<file path="config.mk">
export PLATFORM = sky130hd
export DESIGN_NAME = pmicre_rail_regs
export DESIGN_NICKNAME = d
export VERILOG_FILES = /design/src/verilog/pmicre_pkg.sv /design/src/verilog/pmicre_rst_sync.sv /design/src/verilog/pmicre_rail_regs.sv
export SDC_FILE = /design/constraint.sdc
export NUM_CORES = 1
export LEC_CHECK = 0
export ABC_AREA = 1
export ABC_CLOCK_PERIOD_IN_PS = 4450
export BUFFER_PORTS_ARGS = -buffer_cell sky130_fd_sc_hd__buf_4
export CAP_MARGIN = 20
export CORE_MARGIN = 2
export CORE_UTILIZATION = 52
export CTS_BUF_LIST = sky130_fd_sc_hd__clkbuf_4 sky130_fd_sc_hd__clkbuf_8
export DETAILED_ROUTE_END_ITERATION = 6
export PLACE_DENSITY = 0.9
export SLEW_MARGIN = 20
export SYNTH_ARGS = -nofsm -noshare
export SYNTH_HDL_FRONTEND = slang
export SYNTH_HIERARCHICAL = 1
export SYNTH_SLANG_ARGS = --single-unit
</file>
<file path="constraint.sdc">
create_clock -name clk_sys -period 4.45 [get_ports clk_sys]
set_input_delay 1.1125 -clock clk_sys [delete_from_list [all_inputs] [get_ports clk_sys]]
set_output_delay 1.1125 -clock clk_sys [all_outputs]
set_load 0.005 [all_outputs]
</file>
<file path="src/verilog/pmicre_pkg.sv">
// package: register map, field layout, reset values and key codes of the rail enable bank
`default_nettype none
package pmicre_pkg;

    // ========================================================
    // register indices (byte address is four times the index)
    localparam logic [7:0] IDX_FLAGS = 8'h07;
    localparam logic [7:0] IDX_KEY = 8'h10;
    localparam logic [7:0] IDX_CONV = 8'h11;
    localparam logic [7:0] IDX_SWOUT = 8'h12;
    localparam int BYTE_ADDR_SHIFT = 2;

    // ========================================================
    // field positions
    localparam int FLAG_BUCK1_POS = 0;
    localparam int CONV_BUCK1_POS = 0;
    localparam int CONV_BUCK5_POS = 4;
    localparam int CONV_BUCK6_POS = 5;
    localparam int CONV_USED_W = 6;
    localparam int SEQ_CONV_W = 5;
    localparam int SW_LDO_POS = 0;
    localparam int SW_LS1_POS = 1;
    localparam int SW_LS2_POS = 2;
    localparam int SW_LS3_POS = 3;
    localparam int SW_GP_LSB = 4;
    localparam int GP_COUNT = 3;
    localparam int SW_USED_W = 7;
    localparam int REG_W = 8;

    // ========================================================
    // reset values
    localparam logic [7:0] CONV_RESET = 8'h00;
    localparam logic [7:0] SWOUT_RESET = 8'h00;
    localparam logic [7:0] FLAG_RESET = 8'h00;
    localparam logic [7:0] KEY_READ_VALUE = 8'h00;
    localparam logic SEAL_RESET = 1'b1;

    // ========================================================
    // key codes written to the unlock key register; values are arbitrary
    localparam logic [7:0] KEY_UNLOCK = 8'hA5;
    localparam logic [7:0] KEY_SEAL_BREAK = 8'h3C;
    localparam logic [7:0] KEY_PROG_DEFAULTS = 8'hC3;

    // ========================================================
    // bus answers
    localparam logic [1:0] RESP_OKAY = 2'h0;
    localparam logic [1:0] RESP_SLVERR = 2'h2;

endpackage
`default_nettype wire

</file>
<file path="src/verilog/pmicre_rst_sync.sv">
// reset release synchroniser: asynchronous assert, two-flop release
`default_nettype none
module pmicre_rst_sync (
    // clock and raw reset
    input wire logic clk_sys,
    input wire logic rst_n,
    // synchronised reset
    output logic rst_sync_n
);
    typedef struct packed {
        logic stage1;
        logic stage2;
    } pmicre_rsync_s;

    pmicre_rsync_s st;
    pmicre_rsync_s next_st;

    always_comb begin
        next_st.stage1 = 1'b1;
        next_st.stage2 = st.stage1;
    end

    always_ff @(posedge clk_sys or negedge rst_n) begin
        if (!rst_n) begin
            st <= '0;
        end else begin
            st <= next_st;
        end
    end

    assign rst_sync_n = st.stage2;
endmodule
`default_nettype wire

</file>
<file path="src/verilog/pmicre_rail_regs.sv">
// rail enable register bank with axi4-lite slave, key gating and sequencer overrides
//
// Local design decision: register access over AXI4-Lite.
`default_nettype none
module pmicre_rail_regs
    import pmicre_pkg::*;
#(
    parameter int ADDR_W = 8
) (
    // clock and reset
    input wire logic clk_sys,
    input wire logic rst_n,
    // axi4-lite write address
    input wire logic [ADDR_W-1:0] s_axi_awaddr,
    input wire logic s_axi_awvalid,
    output logic s_axi_awready,
    // axi4-lite write data
    input wire logic [31:0] s_axi_wdata,
    input wire logic [3:0] s_axi_wstrb,
    input wire logic s_axi_wvalid,
    output logic s_axi_wready,
    // axi4-lite write response
    output logic [1:0] s_axi_bresp,
    output logic s_axi_bvalid,
    input wire logic s_axi_bready,
    // axi4-lite read address
    input wire logic [ADDR_W-1:0] s_axi_araddr,
    input wire logic s_axi_arvalid,
    output logic s_axi_arready,
    // axi4-lite read data
    output logic [31:0] s_axi_rdata,
    output logic [1:0] s_axi_rresp,
    output logic s_axi_rvalid,
    input wire logic s_axi_rready,
    // power sequencer updates
    input wire logic seq_load,
    input wire logic [SEQ_CONV_W-1:0] seq_buck_on,
    input wire logic seq_ls1_on,
    input wire logic seq_ldo_on,
    // power-up report from the state machine
    input wire logic pwrup_done,
    input wire logic pwrup_from_suspend,
    input wire logic buck1_on_in_suspend,
    // converter enables
    output logic buck1_on,
    output logic buck2_on,
    output logic buck3_on,
    output logic buckboost_on,
    output logic buck5_on,
    output logic buck6_on,
    // switch and regulator enables
    output logic low_volt_switch_on,
    output logic five_volt_switch_on,
    output logic high_volt_switch_on,
    output logic linear_reg_on,
    // general-purpose outputs, open drain
    output logic [GP_COUNT-1:0] gp_out,
    output logic [GP_COUNT-1:0] gp_oe,
    // seal and default programming
    output logic factory_seal_intact,
    output logic defaults_prog_pulse,
    // suspend flag
    output logic buck1_kept_in_suspend
);
    // ========================================================
    // elaboration check
    if (ADDR_W < 7 || ADDR_W > 32) begin : g_bad_addr_w
        $error("pmicre_rail_regs: ADDR_W must lie in 7..32");
    end
    if (SW_GP_LSB + GP_COUNT != SW_USED_W) begin : g_bad_gp_layout
        $error("pmicre_rail_regs: gp field must end at the top used switch bit");
    end
    if (CONV_BUCK1_POS + SEQ_CONV_W != CONV_BUCK6_POS) begin : g_bad_seq_w
        $error("pmicre_rail_regs: sequencer field must stop below buck6");
    end

    // ========================================================
    // state
    typedef struct packed {
        logic awready;
        logic wready;
        logic bvalid;
        logic [1:0] bresp;
        logic arready;
        logic rvalid;
        logic [1:0] rresp;
        logic [31:0] rdata;
        logic aw_held;
        logic [ADDR_W-1:0] awaddr;
        logic w_held;
        logic [7:0] wbyte;
        logic wbyte_en;
        logic unlocked;
        logic seal;
        logic prog_pulse;
        logic [REG_W-1:0] conv;
        logic [REG_W-1:0] swout;
        logic [REG_W-1:0] flags;
        logic [GP_COUNT-1:0] gp_out;
        logic [GP_COUNT-1:0] gp_oe;
    } pmicre_state_s;

    pmicre_state_s st;
    pmicre_state_s next_st;
    logic rst_sync_n;

    pmicre_rst_sync pmicre_rst_sync_i (
        .clk_sys(clk_sys),
        .rst_n(rst_n),
        .rst_sync_n(rst_sync_n)
    );

    // ========================================================
    // address decode helpers
    function automatic logic addr_is(input logic [ADDR_W-1:0] addr, input logic [7:0] idx);
        logic [ADDR_W-1:0] want;
        want = ADDR_W'({24'h000000, idx}) << BYTE_ADDR_SHIFT;
        return addr == want;
    endfunction

    function automatic logic addr_mapped(input logic [ADDR_W-1:0] addr);
        return addr_is(addr, IDX_FLAGS) || addr_is(addr, IDX_KEY) ||
            addr_is(addr, IDX_CONV) || addr_is(addr, IDX_SWOUT);
    endfunction

    // ========================================================
    // converter write filter
    function automatic logic [REG_W-1:0] conv_filter(input logic [REG_W-1:0] old_v,
                                                     input logic [REG_W-1:0] new_v,
                                                     input logic seal_v);
        logic [REG_W-1:0] res;
        res = '0;
        res[CONV_USED_W-1:0] = new_v[CONV_USED_W-1:0];
        if (seal_v) begin
            res[CONV_BUCK5_POS] = new_v[CONV_BUCK5_POS] | old_v[CONV_BUCK5_POS];
            res[CONV_BUCK6_POS] = new_v[CONV_BUCK6_POS] | old_v[CONV_BUCK6_POS];
        end
        return res;
    endfunction

    logic wr_key;
    logic wr_conv;
    logic wr_swout;
    logic [REG_W-1:0] wr_conv_val;
    logic [REG_W-1:0] wr_swout_val;
    logic [REG_W-1:0] seq_conv_val;
    logic [REG_W-1:0] rd_val;

    always_comb begin
        next_st = st;
        next_st.prog_pulse = 1'b0;
        wr_key = 1'b0;
        wr_conv = 1'b0;
        wr_swout = 1'b0;
        wr_conv_val = st.conv;
        wr_swout_val = st.swout;
        seq_conv_val = st.conv;
        rd_val = '0;

        // ====================================================
        // write channel capture, either order
        if (s_axi_awvalid && st.awready) begin
            next_st.aw_held = 1'b1;
            next_st.awaddr = s_axi_awaddr;
        end
        if (s_axi_wvalid && st.wready) begin
            next_st.w_held = 1'b1;
            next_st.wbyte = s_axi_wdata[7:0];
            // only byte 0 carries a register
            next_st.wbyte_en = s_axi_wstrb[0];
        end
        if (st.bvalid && s_axi_bready) begin
            next_st.bvalid = 1'b0;
        end

        // ====================================================
        // write execution once both halves are held
        if (st.aw_held && st.w_held && !st.bvalid) begin
            // both halves held: execute now, answer on the next edge
            next_st.aw_held = 1'b0;
            next_st.w_held = 1'b0;
            next_st.bvalid = 1'b1;
            next_st.bresp = addr_mapped(st.awaddr) ? RESP_OKAY : RESP_SLVERR;
            wr_key = addr_is(st.awaddr, IDX_KEY) && st.wbyte_en;
            if (addr_is(st.awaddr, IDX_CONV) || addr_is(st.awaddr, IDX_SWOUT)) begin
                if (st.unlocked) begin
                    wr_conv = addr_is(st.awaddr, IDX_CONV) && st.wbyte_en;
                    wr_swout = addr_is(st.awaddr, IDX_SWOUT) && st.wbyte_en;
                    // single use, so a stray second write cannot slip through
                    next_st.unlocked = 1'b0;
                end else begin
                    // refused write leaves every register untouched
                    next_st.bresp = RESP_SLVERR;
                end
            end
        end

        // ====================================================
        // key register actions
        if (wr_key) begin
            next_st.unlocked = 1'b0;
            if (st.wbyte == KEY_UNLOCK) begin
                next_st.unlocked = 1'b1;
            end
            if (st.unlocked && st.wbyte == KEY_SEAL_BREAK) begin
                next_st.seal = 1'b0;
            end
            if (st.unlocked && st.wbyte == KEY_PROG_DEFAULTS) begin
                next_st.prog_pulse = 1'b1;
            end
        end

        // ====================================================
        // converter enables
        // one enable per converter
        if (wr_conv) begin
            wr_conv_val = conv_filter(st.conv, st.wbyte, st.seal);
        end
        next_st.conv = wr_conv_val;
        if (seq_load) begin
            seq_conv_val = wr_conv_val;
            seq_conv_val[CONV_BUCK1_POS +: SEQ_CONV_W] = seq_buck_on;
            // seal filter again: the sequencer may not drop buck5/buck6 either
            next_st.conv = conv_filter(wr_conv_val, seq_conv_val, st.seal);
        end

        // ====================================================
        // switch and output enables
        // switch register layout
        if (wr_swout) begin
            wr_swout_val = '0;
            wr_swout_val[SW_USED_W-1:0] = st.wbyte[SW_USED_W-1:0];
        end
        next_st.swout = wr_swout_val;
        if (seq_load) begin
            next_st.swout[SW_LS1_POS] = seq_ls1_on;
            next_st.swout[SW_LDO_POS] = seq_ldo_on;
        end
        next_st.gp_out = '0;
        next_st.gp_oe = ~next_st.swout[SW_GP_LSB +: GP_COUNT];

        // ====================================================
        // suspend flag, refreshed at every power-up
        // set only on resume with buck1
        if (pwrup_done) begin
            // whole word rewritten so unused flag bits stay zero
            next_st.flags = FLAG_RESET;
            next_st.flags[FLAG_BUCK1_POS] = pwrup_from_suspend && buck1_on_in_suspend;
        end

        // a held half or an unanswered write blocks new requests
        next_st.awready = !next_st.aw_held && !next_st.bvalid;
        next_st.wready = !next_st.w_held && !next_st.bvalid;

        // ====================================================
        // read channel
        if (st.rvalid && s_axi_rready) begin
            next_st.rvalid = 1'b0;
        end
        if (s_axi_arvalid && st.arready) begin
            if (addr_is(s_axi_araddr, IDX_KEY)) begin
                rd_val = KEY_READ_VALUE;
            end else if (addr_is(s_axi_araddr, IDX_CONV)) begin
                rd_val = st.conv;
            end else if (addr_is(s_axi_araddr, IDX_SWOUT)) begin
                rd_val = st.swout;
            end else if (addr_is(s_axi_araddr, IDX_FLAGS)) begin
                rd_val = st.flags;
            end
            next_st.rvalid = 1'b1;
            // decoded at the taking edge; stands until rready
            next_st.rdata = {24'h000000, rd_val};
            next_st.rresp = addr_mapped(s_axi_araddr) ? RESP_OKAY : RESP_SLVERR;
        end
        next_st.arready = !next_st.rvalid;
    end

    // ========================================================
    // state register
    always_ff @(posedge clk_sys or negedge rst_sync_n) begin
        if (!rst_sync_n) begin
            st <= '0;
            st.seal <= SEAL_RESET;
            st.conv <= CONV_RESET;
            st.swout <= SWOUT_RESET;
            st.flags <= FLAG_RESET;
            // gp pins drive low from reset, as bits at zero ask
            st.gp_oe <= '1;
            st.bresp <= RESP_OKAY;
            st.rresp <= RESP_OKAY;
        end else begin
            st <= next_st;
        end
    end

    // ========================================================
    // outputs, all straight from the state register
    assign s_axi_awready = st.awready;
    assign s_axi_wready = st.wready;
    assign s_axi_bvalid = st.bvalid;
    assign s_axi_bresp = st.bresp;
    assign s_axi_arready = st.arready;
    assign s_axi_rvalid = st.rvalid;
    assign s_axi_rdata = st.rdata;
    assign s_axi_rresp = st.rresp;

    assign buck1_on = st.conv[CONV_BUCK1_POS];
    assign buck2_on = st.conv[CONV_BUCK1_POS + 1];
    assign buck3_on = st.conv[CONV_BUCK1_POS + 2];
    assign buckboost_on = st.conv[CONV_BUCK1_POS + 3];
    assign buck5_on = st.conv[CONV_BUCK5_POS];
    assign buck6_on = st.conv[CONV_BUCK6_POS];

    assign low_volt_switch_on = st.swout[SW_LS1_POS];
    assign five_volt_switch_on = st.swout[SW_LS2_POS];
    assign high_volt_switch_on = st.swout[SW_LS3_POS];
    assign linear_reg_on = st.swout[SW_LDO_POS];

    assign gp_out = st.gp_out;
    assign gp_oe = st.gp_oe;

    assign factory_seal_intact = st.seal;
    assign defaults_prog_pulse = st.prog_pulse;
    assign buck1_kept_in_suspend = st.flags[FLAG_BUCK1_POS];
endmodule
`default_nettype wire

</file>
==> impl_metrics.py <==
metrics = {
    "status": {
        "status": "finished clean",
    },
    "global_route": {
        "grt-ovfl-total": 0,
        "grt_pass1_vias": 2117,
        "grt_max_degree": 55,
        "track_usage_pct": 18.25,
        "antenna_found_initial": 0,
        "grt_pass1_wl_mm": 8.838,
    },
    "detailed_routing": {
        "drtPass1Iterations": 4,
        "wire_per_inst_um": 11.44,
        "post-route-drc-count": 0,
        "vias": 2237,
        "ant_nets": 0,
        "drt_iter0_markers": 126,
        "wl_mm": 5.386,
        "vias_per_cell": 4.749,
    },
    "critical_path": {
        "ff2ff_path_depth": 6,
        "critPathTopFamily": "flip-flops",
        "crit_arrival_ns": 0.95,
        "crit_fanout": 2,
        "cp-endpoint": "factory_seal_intact",
        "cpMaxStageDelayCell": "dfstp_2",
        "crit_cells": 1,
        "critical_path.max_stage_delay_ns": 0.54,
        "rrSetupSlack_ns": 3.10,
        "crit_start": "factory_seal_intact$_DFFE_PN1P_",
        "cp.required_ns": 3.34,
        "cp-end-kind": "output port",
        "crit_path_start_kind": "flip-flop",
        "path_class": "flip-flop to output port",
        "r2r-end": "st[20]$_DFF_PN0_",
        "r2r-start": "s_axi_bvalid$_DFF_PN0_",
        "path_buf_inv": 1,
        "path_cells": "buf_4",
    },
    "clocking": {
        "htreeDepth": 2,
        "cts.sinks": 56,
        "postCtsSetupBuffers": 0,
        "ctsResizeCount": 0,
        "cts_hold_buf": 0,
        "clock_path_buffers": 2,
        "clk_pin_slew_worst_paths_ns": 0.09,
        "cts_root_buf": "clkbuf_8",
        "numCtsBuffers": 5,
        "clk_latency_ns": 0.31,
        "cts_tree": "yes",
    },
    "run": {
        "maxCapViolations": 0,
    },
    "pwr": {
        "power.density_nw_per_um2": 413.5,
        "p_leak_uw": 0.001771,
        "ir_drop_mv": 0.2705,
    },
    "placement": {
        "io_buffers": 73,
        "dp_cells": 463,
        "gp_congestion": 0.8238,
        "dp_hpwl_mm": 4.259,
    },
    "synth": {
        "syn-instance-count": 339,
        "ys_warn_count": 6,
        "synth.ff_latch_count": 56,
        "syn_area_per_cell_um2": 8.341,
        "synth_cell_types": 28,
        "muxShareOfSynthArea_pct": 0.7965,
        "syn_area_um2": 2828,
        "synth_xor_area_share_pct": 0,
        "synthSimpleGateAreaFrac_pct": 25.66,
        "synth-adder-area-share_pct": 0,
        "ys_seq_area_share_pct": 49.73,
        "synth_compound_area_share_pct": 5.973,
        "synth_top_family_by_area": "simple AND/OR/NAND/NOR gates",
    },
    "sta": {
        "rsz0062_at_grt": "false",
        "finalClockSkew_ns": 0.007171,
        "fin_crit_sh_pct": 46.34,
        "slew_viol_final": 0,
        "fin_crit_ns": 2.062,
        "fmax_ghz": 0.4849,
        "tightest_slew_ns": 0.6795,
        "setup_viol": 0,
        "hold_viol": 0,
        "relSlewSlack_pct": 54.70,
        "tns_ns": 0,
    },
    "floorplan": {
        "rows": 26,
        "chipHeight_um": 77.74,
        "core_area_um2": 5172,
        "die_width_um": 77.74,
        "io_pins": 130,
        "start_util_pct": 54.67,
        "die_area_um2": 6044,
    },
    "worst_hold_path": {
        "min_path_type": "flip-flop to flip-flop",
    },
    "cells_and_area": {
        "drive_above_1_share_pct": 27.68,
        "area_growth_pct": 17.88,
        "stdcell_count": 471,
        "final_nets": 470,
        "diodes": 0,
        "largest_register_ffs": 23,
        "registers.top_by_ff_count": "st",
    },
}
per-stage QoR:
| stage | hold WS (ns) | power (uW) | util (%) | instance area, um^2 | setup WS, ns |
|---|---|---|---|---|---|
| after floorplan | 0.3312 | 974.1 | - | 2933 | 2.535 |
| after global placement | 0.3370 | 1066 | 62.39 | 3227 | 2.281 |
| after detailed placement | 0.3456 | 1089 | 62.39 | 3227 | 2.176 |
| after CTS | 0.3641 | 1390 | 64.39 | 3331 | 2.377 |
| after global routing | 0.3829 | 1471 | 64.44 | 3333 | 2.323 |
| final | 0.3589 | 1378 | 64.44 | 3333 | 2.388 |
logic make-up after synthesis:
logic type / after synthesis
other: 2
muxes: 2
and+or+nand+nor: 162
DFF: 56
AOI/OAI and AO/OA: 29
buffers and inverters: 88
cell usage after synthesis:
cell,count,area share [%]
a21oi_1,11,1.9
buf_2,1,0.18
buf_4,42,11
buf_6,1,0.40
clkbuf_1,3,0.40
conb_1,2,0.27
dfrtp_1,52,46
dfstp_2,4,3.7
inv_1,37,4.9
inv_2,4,0.53
mux2_2,2,0.80
nand2_1,79,10
nand2_2,6,1.3
nand3_1,31,5.5
nand3_2,2,0.71
nand4_1,2,0.44
nand4_2,1,0.44
nor2_1,29,3.8
nor2_2,3,0.66
nor2_4,2,0.80
nor3_1,5,0.88
nor3_2,1,0.35
nor4_1,1,0.22
o211ai_1,1,0.27
o211ai_2,1,0.44
o21ai_0,12,2.1
o21ai_2,3,0.93
o31ai_1,1,0.27
report_power, final:
| group | leakage (uW) | total [uW] | internal (uW) | switching, uW |
|---|---|---|---|---|
| logic | 0.00105 | 343 | 146 | 196 |
| clock network | 0.0000549 | 301 | 148 | 153 |
| registers | 0.000661 | 734 | 622 | 113 |
final cells by class:
type / count / area (um^2)
flip-flops and latches: 56 / 1410
inverters: 41 / 153.9
fillers: 457 / 1839
multi-input cells: 223 / 1030
clock buffers: 8 / 103.9
well taps: 70 / 87.58
repair buffers: 73 / 548.0
layout by cell type (no fill, tap or decap), types with 4 or more instances in the layout:
master	instances
nor2_1	29
nand3_1	31
nor3_1	5
nand2_2	6
inv_1	37
nand2_1	79
inv_2	4
buf_4	73
clkbuf_8	7
conb_1	30
dfrtp_1	51
a21oi_1	11
o21ai_0	12
dfstp_2	4
per-layer routing:
| layer | global-route usage (%) | vias to the layer above | routed length, um |
|---|---|---|---|
| met5 | 0 | - | 0 |
| met4 | 9.107 | 0 | 121 |
| met3 | 3.140 | 14 | 367 |
| met2 | 31.72 | 80 | 2726 |
| met1 | 21.72 | 1034 | 2170 |
| li1 | - | 1109 | - |
how the worst min path moves through the flow:
stage,from,endpoint,slack (ns),cells after the start
after CTS,pmicre_rst_sync_i/next_st[0]$_DFF_PN0_,pmicre_rst_sync_i/rst_sync_n$_DFF_PN0_,0.36,0
after detailed placement,pmicre_rst_sync_i/next_st[0]$_DFF_PN0_,pmicre_rst_sync_i/rst_sync_n$_DFF_PN0_,0.35,0
after global placement,pmicre_rst_sync_i/next_st[0]$_DFF_PN0_,pmicre_rst_sync_i/rst_sync_n$_DFF_PN0_,0.34,0
after floorplan,pmicre_rst_sync_i/next_st[0]$_DFF_PN0_,pmicre_rst_sync_i/rst_sync_n$_DFF_PN0_,0.33,0
after global routing,pmicre_rst_sync_i/next_st[0]$_DFF_PN0_,pmicre_rst_sync_i/rst_sync_n$_DFF_PN0_,0.38,0
final,pmicre_rst_sync_i/next_st[0]$_DFF_PN0_,pmicre_rst_sync_i/rst_sync_n$_DFF_PN0_,0.36,0
Power figures use the tool's default switching activity.
